--- src/hw/ebpc_defs.vh ---
// Purpose: constants for the external bus pin control block
// Assumes: APB byte addresses, 32-bit data words
// Notes: definitions only
`ifndef EBPC_DEFS_VH
`define EBPC_DEFS_VH

// ----------------------------------------
// Register offsets
// ----------------------------------------
`define EBPC_OFF_CTRL 12'h000
`define EBPC_OFF_ACCESS 12'h004
`define EBPC_OFF_WDATA 12'h008
`define EBPC_OFF_RDATA 12'h00C
`define EBPC_OFF_MASK 12'h010
`define EBPC_OFF_FLAG 12'h014
`define EBPC_OFF_STATUS 12'h018
`define EBPC_OFF_VECTOR 12'h01C

// ----------------------------------------
// Control fields
// ----------------------------------------
`define EBPC_CTRL_KEEP_BIT 0
`define EBPC_CTRL_HOLD_BIT 1
`define EBPC_CTRL_GMASK_BIT 2
`define EBPC_CTRL_RESET 3'h5

// ----------------------------------------
// Access register fields
// ----------------------------------------
`define EBPC_ACC_SPACE_LSB 23
`define EBPC_ACC_WRITE_BIT 25
`define EBPC_SPACE_PROG 2'h0
`define EBPC_SPACE_DATA 2'h1
`define EBPC_SPACE_IO 2'h2

// ----------------------------------------
// Vectors and sizes
// ----------------------------------------
`define EBPC_NMI_VECTOR 16'hFF88
`define EBPC_INT_VECTOR_BASE 16'hFFC0
`define EBPC_DRIVE_CYCLES 2'h2

`endif

--- src/hw/ebpc_top.v ---
// Purpose: pin-level control of the external address/data bus, acknowledge and ext interrupts
// Assumes: all inputs synchronous to pclk; APB slave with zero wait states
// Notes: bus holders are modelled as keeper registers feeding the pin outputs
//
// Summary of operation
// Low sixteen address lines carry program, data and I/O addresses.
// Upper seven address lines driven only for program space accesses.
// Whole address bus floats while in hold mode.
// Whole address bus floats while output-disable input is low.
// Wide host mode makes low eighteen address lines inputs for host.
// Floated address lines keep their last level without pull parts.
// Data lines move words for memory, I/O, or host port.
// Data bus floats unless outputting, and during reset or hold.
// Data bus floats while output-disable is low, whatever the access.
// Floated data lines hold their last driven level.
// Software turns the data bus keeper on or off.
// Acknowledge asserted on interrupt accept, vector on low address lines.
// Four external interrupts individually masked, prioritized by mask and global bit.
// Requests latch into flag register; software polls and clears by writing.
// Nonmaskable interrupt vectors to own location, never blocked; the code holds it pending while reset pin is low or in hold mode.
// Acknowledge output floats while output-disable is low.
// Low output-disable overrides every other pin drive condition.
//
// The placing of the registers and the APB slave port were left to the implementer.
`include "ebpc_defs.vh"
`timescale 1ns/1ns
`default_nettype none

module ebpc_top #(
    parameter ADDR_W = 23,
    parameter DATA_W = 16,
    parameter NUM_INT = 4
) (
    // APB
    input wire pclk,
    input wire presetn,
    input wire psel,
    input wire penable,
    input wire pwrite,
    input wire [11:0] paddr,
    input wire [31:0] pwdata,
    output reg [31:0] prdata,
    output reg pready,
    output reg pslverr,
    // Device control pins
    input wire reset_pin_n,
    input wire output_disable_n,
    input wire wide_host_port_mode,
    // Address bus
    input wire [ADDR_W-1:0] addr_in,
    output reg [ADDR_W-1:0] addr_out,
    output reg [ADDR_W-1:0] addr_oe,
    // Data bus
    input wire [DATA_W-1:0] data_in,
    output reg [DATA_W-1:0] data_out,
    output reg [DATA_W-1:0] data_oe,
    // Interrupts
    input wire [NUM_INT-1:0] external_interrupt_inputs_n,
    input wire nmi_n,
    output reg interrupt_acknowledge_n,
    output reg interrupt_acknowledge_oe,
    // Host-port view
    output reg [17:0] host_addr_reg
);

// ----------------------------------------
// State
// ----------------------------------------
localparam ST_IDLE = 3'b001;
localparam ST_DRIVE = 3'b010;
localparam ST_ACK = 3'b100;

reg [2:0] state_reg;
reg [1:0] cnt_reg;
reg [2:0] ctrl_reg;
reg [25:0] access_reg;
reg [15:0] wdata_reg;
reg [15:0] rdata_reg;
reg [NUM_INT-1:0] interrupt_mask_reg;
reg [NUM_INT-1:0] interrupt_flag_reg;
reg [NUM_INT-1:0] int_prev_reg;
reg nmi_prev_reg;
reg nmi_pend_reg;
reg [15:0] vector_reg;
reg go_reg;
reg [ADDR_W-1:0] addr_keep_reg;
reg [DATA_W-1:0] data_keep_reg;

wire apb_wr = psel & penable & pwrite;
wire apb_rd = psel & penable & ~pwrite;
wire keeper_en = ctrl_reg[`EBPC_CTRL_KEEP_BIT];
wire hold_mode = ctrl_reg[`EBPC_CTRL_HOLD_BIT];
wire global_int_mode = ctrl_reg[`EBPC_CTRL_GMASK_BIT];
wire [1:0] acc_space = access_reg[`EBPC_ACC_SPACE_LSB+1:`EBPC_ACC_SPACE_LSB];
wire acc_write = access_reg[`EBPC_ACC_WRITE_BIT];
wire [NUM_INT-1:0] int_fall = int_prev_reg & ~external_interrupt_inputs_n;
wire nmi_fall = nmi_prev_reg & ~nmi_n;
wire [NUM_INT-1:0] int_ready = interrupt_flag_reg & interrupt_mask_reg;
// Write-one-clear strobe, shared so an accept cannot swallow a software clear
wire [NUM_INT-1:0] flag_clr = (apb_wr && paddr == `EBPC_OFF_FLAG)
    ? pwdata[NUM_INT-1:0] : {NUM_INT{1'b0}};

// ----------------------------------------
// Priority pick
// ----------------------------------------
reg [NUM_INT-1:0] take_mask;
reg [15:0] take_vector;
integer i;
always @* begin
    take_mask = {NUM_INT{1'b0}};
    take_vector = `EBPC_INT_VECTOR_BASE;
    // lowest index wins
    for (i = NUM_INT - 1; i >= 0; i = i - 1) begin
        if (int_ready[i] && !global_int_mode) begin
            take_mask = {NUM_INT{1'b0}};
            take_mask[i] = 1'b1;
            take_vector = `EBPC_INT_VECTOR_BASE + (i[15:0] << 2);
        end
    end
end

// ----------------------------------------
// APB registers and sequencer
// ----------------------------------------
always @(posedge pclk or negedge presetn) begin
    if (!presetn) begin
        ctrl_reg <= `EBPC_CTRL_RESET;
        access_reg <= 26'h0;
        wdata_reg <= 16'h0;
        rdata_reg <= 16'h0;
        interrupt_mask_reg <= {NUM_INT{1'b0}};
        interrupt_flag_reg <= {NUM_INT{1'b0}};
        int_prev_reg <= {NUM_INT{1'b1}};
        nmi_prev_reg <= 1'b1;
        nmi_pend_reg <= 1'b0;
        vector_reg <= 16'h0;
        go_reg <= 1'b0;
        state_reg <= ST_IDLE;
        cnt_reg <= 2'h0;
        prdata <= 32'h0;
        pready <= 1'b0;
        pslverr <= 1'b0;
    end else begin
        int_prev_reg <= external_interrupt_inputs_n;
        nmi_prev_reg <= nmi_n;
        pready <= psel & ~penable;
        pslverr <= 1'b0;
        if (apb_wr) begin
            case (paddr)
                `EBPC_OFF_CTRL: ctrl_reg <= pwdata[2:0];
                `EBPC_OFF_ACCESS: begin
                    access_reg <= pwdata[25:0];
                    go_reg <= 1'b1;
                end
                `EBPC_OFF_WDATA: wdata_reg <= pwdata[15:0];
                `EBPC_OFF_MASK: interrupt_mask_reg <= pwdata[NUM_INT-1:0];
                `EBPC_OFF_FLAG, `EBPC_OFF_STATUS, `EBPC_OFF_RDATA, `EBPC_OFF_VECTOR: ;
                default: pslverr <= psel & ~penable;
            endcase
        end
        if (psel && !penable) begin
            case (paddr)
                `EBPC_OFF_CTRL: prdata <= {29'h0, ctrl_reg};
                `EBPC_OFF_ACCESS: prdata <= {6'h0, access_reg};
                `EBPC_OFF_WDATA: prdata <= {16'h0, wdata_reg};
                `EBPC_OFF_RDATA: prdata <= {16'h0, rdata_reg};
                `EBPC_OFF_MASK: prdata <= {{(32-NUM_INT){1'b0}}, interrupt_mask_reg};
                `EBPC_OFF_FLAG: prdata <= {{(32-NUM_INT){1'b0}}, interrupt_flag_reg};
                `EBPC_OFF_STATUS: prdata <= {29'h0, state_reg};
                `EBPC_OFF_VECTOR: prdata <= {16'h0, vector_reg};
                default: begin
                    prdata <= 32'h0;
                    pslverr <= 1'b1;
                end
            endcase
        end
        // latch, write-one clears, set wins
        interrupt_flag_reg <= (interrupt_flag_reg & ~flag_clr) | int_fall;
        if (nmi_fall)
            nmi_pend_reg <= 1'b1;
        case (state_reg)
            ST_IDLE: begin
                cnt_reg <= 2'h0;
                // nmi ignores mask and global bit, waits while in reset or hold or while a drive or acknowledge runs
                if (nmi_pend_reg && reset_pin_n && !hold_mode) begin
                    nmi_pend_reg <= nmi_fall;
                    vector_reg <= `EBPC_NMI_VECTOR;
                    state_reg <= ST_ACK;
                end else if (|take_mask && reset_pin_n && !hold_mode) begin
                    // accepted clears flag
                    interrupt_flag_reg <= (interrupt_flag_reg & ~flag_clr & ~take_mask) | int_fall;
                    vector_reg <= take_vector;
                    state_reg <= ST_ACK;
                end else if (go_reg && reset_pin_n && !hold_mode) begin
                    go_reg <= 1'b0;
                    state_reg <= ST_DRIVE;
                end
            end
            ST_DRIVE: begin
                cnt_reg <= cnt_reg + 2'h1;
                if (cnt_reg == `EBPC_DRIVE_CYCLES - 2'h1) begin
                    // capture read word
                    if (!acc_write)
                        rdata_reg <= data_in;
                    state_reg <= ST_IDLE;
                end
            end
            ST_ACK: begin
                cnt_reg <= cnt_reg + 2'h1;
                if (cnt_reg == `EBPC_DRIVE_CYCLES - 2'h1)
                    state_reg <= ST_IDLE;
            end
            default: state_reg <= ST_IDLE;
        endcase
    end
end

// ----------------------------------------
// Pin drive
// ----------------------------------------
reg [ADDR_W-1:0] addr_oe_next;
reg [ADDR_W-1:0] addr_next;
reg [DATA_W-1:0] data_oe_next;
reg [DATA_W-1:0] data_next;
reg ack_next;
always @* begin
    addr_oe_next = {ADDR_W{1'b0}};
    addr_next = addr_keep_reg;
    data_oe_next = {DATA_W{1'b0}};
    data_next = keeper_en ? data_keep_reg : {DATA_W{1'b0}};
    ack_next = 1'b1;
    if (state_reg == ST_DRIVE) begin
        // low lines shared
        addr_oe_next[15:0] = 16'hFFFF;
        addr_next[15:0] = access_reg[15:0];
        // upper lines for program space only
        if (acc_space == `EBPC_SPACE_PROG) begin
            addr_oe_next[ADDR_W-1:16] = {(ADDR_W-16){1'b1}};
            addr_next[ADDR_W-1:16] = access_reg[ADDR_W-1:16];
        end
        // drive data only on writes
        if (acc_write) begin
            data_oe_next = {DATA_W{1'b1}};
            data_next = wdata_reg;
        end
    end else if (state_reg == ST_ACK) begin
        // vector on low address
        addr_oe_next[15:0] = 16'hFFFF;
        addr_next[15:0] = vector_reg;
        ack_next = 1'b0;
    end
    // host drives low eighteen lines
    if (wide_host_port_mode)
        addr_oe_next[17:0] = 18'h0;
    // hold and reset float
    if (hold_mode || !reset_pin_n) begin
        addr_oe_next = {ADDR_W{1'b0}};
        data_oe_next = {DATA_W{1'b0}};
        ack_next = 1'b1;
    end
    // disable overrides
    if (!output_disable_n) begin
        addr_oe_next = {ADDR_W{1'b0}};
        data_oe_next = {DATA_W{1'b0}};
    end
    // floated bits keep their level
    // An access suppressed by hold or disable must not leak onto the holders
    addr_next = (addr_next & addr_oe_next) | (addr_keep_reg & ~addr_oe_next);
    if (data_oe_next == {DATA_W{1'b0}})
        data_next = keeper_en ? data_keep_reg : {DATA_W{1'b0}};
end

always @(posedge pclk or negedge presetn) begin
    if (!presetn) begin
        addr_out <= {ADDR_W{1'b0}};
        addr_oe <= {ADDR_W{1'b0}};
        data_out <= {DATA_W{1'b0}};
        data_oe <= {DATA_W{1'b0}};
        addr_keep_reg <= {ADDR_W{1'b0}};
        data_keep_reg <= {DATA_W{1'b0}};
        interrupt_acknowledge_n <= 1'b1;
        interrupt_acknowledge_oe <= 1'b0;
        host_addr_reg <= 18'h0;
    end else begin
        addr_oe <= addr_oe_next;
        data_oe <= data_oe_next;
        // address holder keeps last level
        addr_out <= addr_next;
        addr_keep_reg <= addr_next;
        // data keeper when enabled
        data_out <= data_next;
        if (|data_oe_next)
            data_keep_reg <= data_next;
        interrupt_acknowledge_n <= ack_next;
        // acknowledge floats when disabled
        interrupt_acknowledge_oe <= output_disable_n;
        if (wide_host_port_mode)
            host_addr_reg <= addr_in[17:0];
    end
end

endmodule // ebpc_top

`default_nettype wire

--- config.mk ---
export PLATFORM = sky130hd
export DESIGN_NAME = ebpc_top
export DESIGN_NICKNAME = d
export VERILOG_FILES = /design/src/hw/ebpc_top.v
export VERILOG_INCLUDE_DIRS = /design/src /design/src/hw
export SDC_FILE = /design/constraint.sdc
export NUM_CORES = 1
export LEC_CHECK = 0
export CAP_MARGIN = 20
export CORE_UTILIZATION = 57
export DETAILED_ROUTE_END_ITERATION = 10
export DONT_BUFFER_PORTS = 1
export GPL_TIMING_DRIVEN = 0
export PLACE_DENSITY = 0.75
export SYNTH_ARGS = -nofsm -noshare
export SYNTH_HDL_FRONTEND = slang
export SYNTH_SLANG_ARGS = --single-unit
--- constraint.sdc ---
create_clock -name pclk -period 1.8 [get_ports pclk]
set_clock_uncertainty 0.05 [all_clocks]
set_input_delay 0.27 -clock pclk [delete_from_list [all_inputs] [get_ports pclk]]
set_output_delay 0.27 -clock pclk [all_outputs]
set_load 0.05 [all_outputs]
# ---- After elaboration in Yosys (flattened, before gate mapping)
# Index checks and enable logic that the tools add are counted.
dict set report op_classes {
  add_sub_neg 1
  n_mux 56
  n_eq_ne 13
  bitwise 20
  n_reduce_logical 33
}
# operator count
set ops {}
lappend ops {{2-to-1 mux 16 bit} 16}
lappend ops {{one-hot mux 26 bit (8 select lines)} 1}
lappend ops {{== test 12 x 5 -> 1 bit, second input constant} 4}
lappend ops {{AND 23 bit} 2}
lappend ops {{2-to-1 mux 23 bit} 2}
lappend ops {{2-to-1 mux 4 bit} 10}
lappend ops {{2-to-1 mux 7 bit} 4}
lappend ops {{== test 12 x 4 -> 1 bit, second input constant} 2}
lappend ops {{NOT 23 bit} 1}
lappend ops {{OR 23 bit} 1}
lappend ops {{2-to-1 mux 18 bit} 1}
lappend ops {{AND 4 bit} 4}
lappend ops {{logical NOT 16 bit} 1}
lappend ops {{2-to-1 mux 1 bit} 16}
lappend ops {{OR reduction 16 bit} 1}
lappend ops {{== test 12 x 3 -> 1 bit, second input constant} 1}
lappend ops {{logical AND 1 bit} 12}
lappend ops {{logical NOT 12 bit} 1}
lappend ops {{2-to-1 mux 3 bit} 4}
lappend ops {{NOT 4 bit} 3}
lappend ops {{AND reduction 2 bit} 6}
lappend ops {{OR 4 bit} 2}
lappend ops {{OR reduction 8 bit} 1}
lappend ops {{one-hot mux 3 bit (2 select lines)} 1}
lappend ops {{other kinds (17)} 26}
dict set report word_totals {
  reg_bits 245
  in_bits 96
}

# ---- Longest topological paths before layout
dict set report depth {
  depth_word 12
  mapped_depth 7
  depth_no_buf 5
}

# ---- Least setup slack after synthesis
# OpenSTA, ideal clock, no wires.
dict set report synth_path {
  path_type {register -> register}
  startpoint {reg state_reg[0]}
  endpoint {reg data_keep_reg[9]}
  setup_slack_ns -0.072
  required_time_ns 1.625
  path_stages_with_launch 7
  n_path_buf 3
  arrival_ns 1.697
  cell_sequence {dfstp_2 > buf_2 > nor3b_4 > and4_1 > buf_2 > buf_2 > mux2_2}
}
dict set report synth_via {
  elab_chain_len 6
  word_cells_on_any_way 8
}
# element line
set synth_lines {}
lappend synth_lines {{from (decl)} ebpc_top.v:73} ;# reg [2:0] state_reg;
lappend synth_lines {{from (signal assigned)} ebpc_top.v:138} ;# state_reg <= ST_IDLE;
lappend synth_lines {{from (signal assigned)} ebpc_top.v:188} ;# state_reg <= ST_ACK;
lappend synth_lines {{from (signal assigned)} ebpc_top.v:193} ;# state_reg <= ST_ACK;
lappend synth_lines {{== test 3 x 2 -> 1 bit *} ebpc_top.v:232} ;# if (state_reg == ST_DRIVE) begin
lappend synth_lines {{2-to-1 mux 16 bit} ebpc_top.v:232}
lappend synth_lines {{2-to-1 mux 16 bit} ebpc_top.v:256} ;# if (hold_mode || !reset_pin_n) begin
lappend synth_lines {{2-to-1 mux 16 bit} ebpc_top.v:262} ;# if (!output_disable_n) begin
lappend synth_lines {{logical NOT 16 bit} ebpc_top.v:269} ;# if (data_oe_next == {DATA_W{1'b0}})
lappend synth_lines {{2-to-1 mux 16 bit} ebpc_top.v:269}
lappend synth_lines {{to (signal assigned)} ebpc_top.v:280} ;# data_keep_reg <= {DATA_W{1'b0}};
lappend synth_lines {{to (signal assigned)} ebpc_top.v:293} ;# data_keep_reg <= data_next;
lappend synth_lines {{to (decl)} ebpc_top.v:87} ;# reg [DATA_W-1:0] data_keep_reg;
# Every way passes the cells marked *; elsewhere a longest branch is shown, timed or not.
# A chain may end at the register's enable or synchronous reset.

==> results.md <==
- Commonest cells after routing, fill and taps aside: dfrtp_1 (181), mux2_2 (89), dlygate4sd3_1 (68), buf_4 (60), nand2_1 (40)
- CTS root buf: clkbuf_16
- Most common cell after layout, fill and taps aside: dfrtp_1
- Die area: 15200 µm²
- Crit path depth: 5
- Max-slew violation total from the final report: 0
- DR WL/cell: 22.0 µm
- CP cell instances: buf_6, nor3b_4, nand3_4, or3_4, mux2_4
- Pre-CTS setup slack: -0.371 ns
- Crit Path Class: reg -> reg
- Ports: between 200 and 250
- Post-synthesis register bit count: between 150 and 200
- CTS tree: done
- Die Ht: between 100 and 150 µm
- Crit. End Element: register
- Overall power: around 0.0094 W
- Logic pwr share: 7.1%
- Fmax: approximately 520 MHz
- Clock power share: a little over two fifths
- Final worst-path cycle share: 106%
- CP Launch Type: register
- Sw Pwr: ~0.0022 W
- Syn-to-layout area delta: 22.7%
- Rows: between 40 and 50
- Placeable Area: ~14000 µm²
- Post-synth cell types: 62
- First-pass GRT wire length: 31300 µm
- Vias in the first global route: ~5800
- Pin count of the biggest net entering global routing: 193
- WP buf/inv: 1
- Top delay family on crit path: simple AND/OR/NAND/NOR gates
- Final hold vios: around 190
- Post-synth top flop: dfrtp_1
- Worst Path Arrival: approximately 2.2 ns
- Share of layout cells above drive strength 1: a little over a third
- Critical path data required time: 2.06 ns
- YS warnings: 0
- Overall routed net length: 20900 µm
- Async SR Flop Fraction: between 90% and 100%
- Netlist Area Pre-Place: 8390 µm²
- Number of enable flip-flop cells after synthesis: 0
- Final setup TNS: -1.06 ns
- Net count, final: about 850
- CP max FO: 7
- Remaining Overflow, GRT: 0
- Hold Crit Class: in -> async
- Synth Instances: 646
- Number of port buffers: 0
- Syn Area/Cell: 13.0 µm²
- Pre-antenna DRT Iters: 5
- Routed Antenna Nets: 0
- Total CTS buffers: 17
- Pwr/cell area: slightly above 900 nW/µm²
- Clk_lat worst skew: between 0.4 and 0.5 ns
- Static leakage: approximately 4.8 nW
- Yosys top cell by area: dfrtp_1
- Sequential share of the synthesized area: 57.4%
- CP max stage delay: ~0.48 ns
- First DRT Iteration DRCs: between 400 and 500
- H-tree depth: 4
- Yosys top cell area share: about 55%
- Worst hold margin: -0.514 ns
- Largest cells by area after synthesis: dfrtp_1 (55%), mux2_2 (14%), buf_4 (3.9%)
- Min cycle time layout: 1.91 ns
- # setup viols final: 28
- Post-cts hold buffer count: about 70
- Reg power frac: 50.3%
- Failing checks: hold timing, setup timing
- Worst-margin pin slew: 0.654 ns
- PnR worst setup slack: -0.107 ns
- Reg2Reg Depth: 5
- Fillers: roughly 930
- Die width: ~120 µm
- Final Wtd Congestion: 0.942
- RSZ-0062 raised after global routing: true
- Status: finished, violations left
- Clock tree buffer depth: 2
- Routed vias/inst: 6.01
- Clk sinks: between 150 and 200
- DP HPWL: between 10000 and 15000 µm
- Number of antenna violations at the first check in global routing: 1
- Max Cap Viol: 0
- # DRC: 0
- Worst-path clk slew: roughly 0.070 ns
- Routed via count: around 5700
- Total track usage: between 20% and 30%
- Sw frac: about a quarter
- Slowest stage cell on the critical path: or3_4
- Max VDD drop: about 0.7 mV
- Cell Int Power: approximately 0.0072 W
- Starting Density: roughly three fifths
- Relative slew slack: between 50% and 60%
final timing paths:
path                             startpoint  slack [ns]                    endpoint
max                            state_reg[2]       -0.11                    register
min in group pclk                 pwdata[0]        0.01       interrupt_flag_reg[0]
min reg2reg                data_keep_reg[3]        0.44                 data_out[3]
max reg2reg                    state_reg[2]       -0.11                    register
min                                 presetn       -0.51                 data_out[8]
max in group asynchronous           presetn        1.98  asynchronous set/reset pin
metrics by stage:
step	hold WS, ns	cell area (µm²)	util (%)	std cells
floorplan	-0.0756	8430	-	651
global placement	-0.0696	8650	61.4	831
detailed placement	-0.0700	8650	61.4	831
CTS	-0.526	10000	71.0	932
global route	-0.531	10300	73.0	949
finish	-0.514	10300	73.0	949
layout make-up:
class                           count  area, µm²  share of cell area (%)
Multi-Input combinational cell    369       3180                    30.9
Antenna cell                        1       2.50                  0.0243
Clock inverter                     10        156                    1.52
Tap cell                          180        225                    2.19
Timing Repair Buffer               89        863                    8.39
Clock buffer                       22        474                    4.61
Sequential cell                   192       4820                    46.8
Buffer                             75        531                    5.16
Inverter                           11       41.3                   0.401
per-layer routing:
| metal | GRT usage, % | up-vias | wire length (µm) |
|---|---|---|---|
| met2 | 47.4 | 231 | 10700 |
| li1 | - | 2504 | - |
| met3 | 7.15 | 58 | 1420 |
| met1 | 34.2 | 2914 | 8060 |
| met5 | 0 | - | 0 |
| met4 | 10.9 | 0 | 704 |
synth_stat cells, drive strengths merged, types with 2 or more instances:
library cell	number
o211ai	9
nor2	14
a311oi	2
nand2b	7
nor3	3
dfrtp	183
a31oi	3
mux2i	5
o22ai	3
nor4	2
nand4	5
nor3b	5
buf	68
and2	3
nor2b	8
a221oi	3
nand3	6
and3	2
o21ai	27
and4	3
a21oi	17
or4b	3
a22o	29
a222oi	2
or3	2
nand2	41
a32o	2
dfstp	9
clkbuf	11
inv	11
a22oi	17
o31ai	2
or2	3
mux2	121
cells by family (layout without fill, tap and decap cells):
group           count (synthesis)  count (layout)  share of synthesized area (%)
fa+ha+maj                       1               1                          0.149
other cells                     1               7                         0.0447
compound gates                123             123                           10.4
mux                           126             126                           17.5
simple gates                  111             111                           7.82
xor+xnor                        2               2                          0.209
flops                         192             192                           57.4
buf+inv                        90             207                           6.49
power by group through the flow:
stage               logic (W)  registers, W  clock network (W)
floorplan            0.000382       0.00475                  0
CTS                  0.000590       0.00473            0.00406
detailed placement   0.000473       0.00479                  0
global route         0.000708       0.00473            0.00423
finish               0.000662       0.00472            0.00400
global placement     0.000454       0.00478                  0
timing repair:
item | 4_1_cts | 5_1_grt
endpoints found under the setup margin | 98 | 69
endpoints found under the hold margin | 286 | 192
gates cloned | 0 | 1
pin swaps | 4 | 3
buffers inserted | 5 | 16
resized for setup | 13 | 36
(Power assumes the default switching activity.)
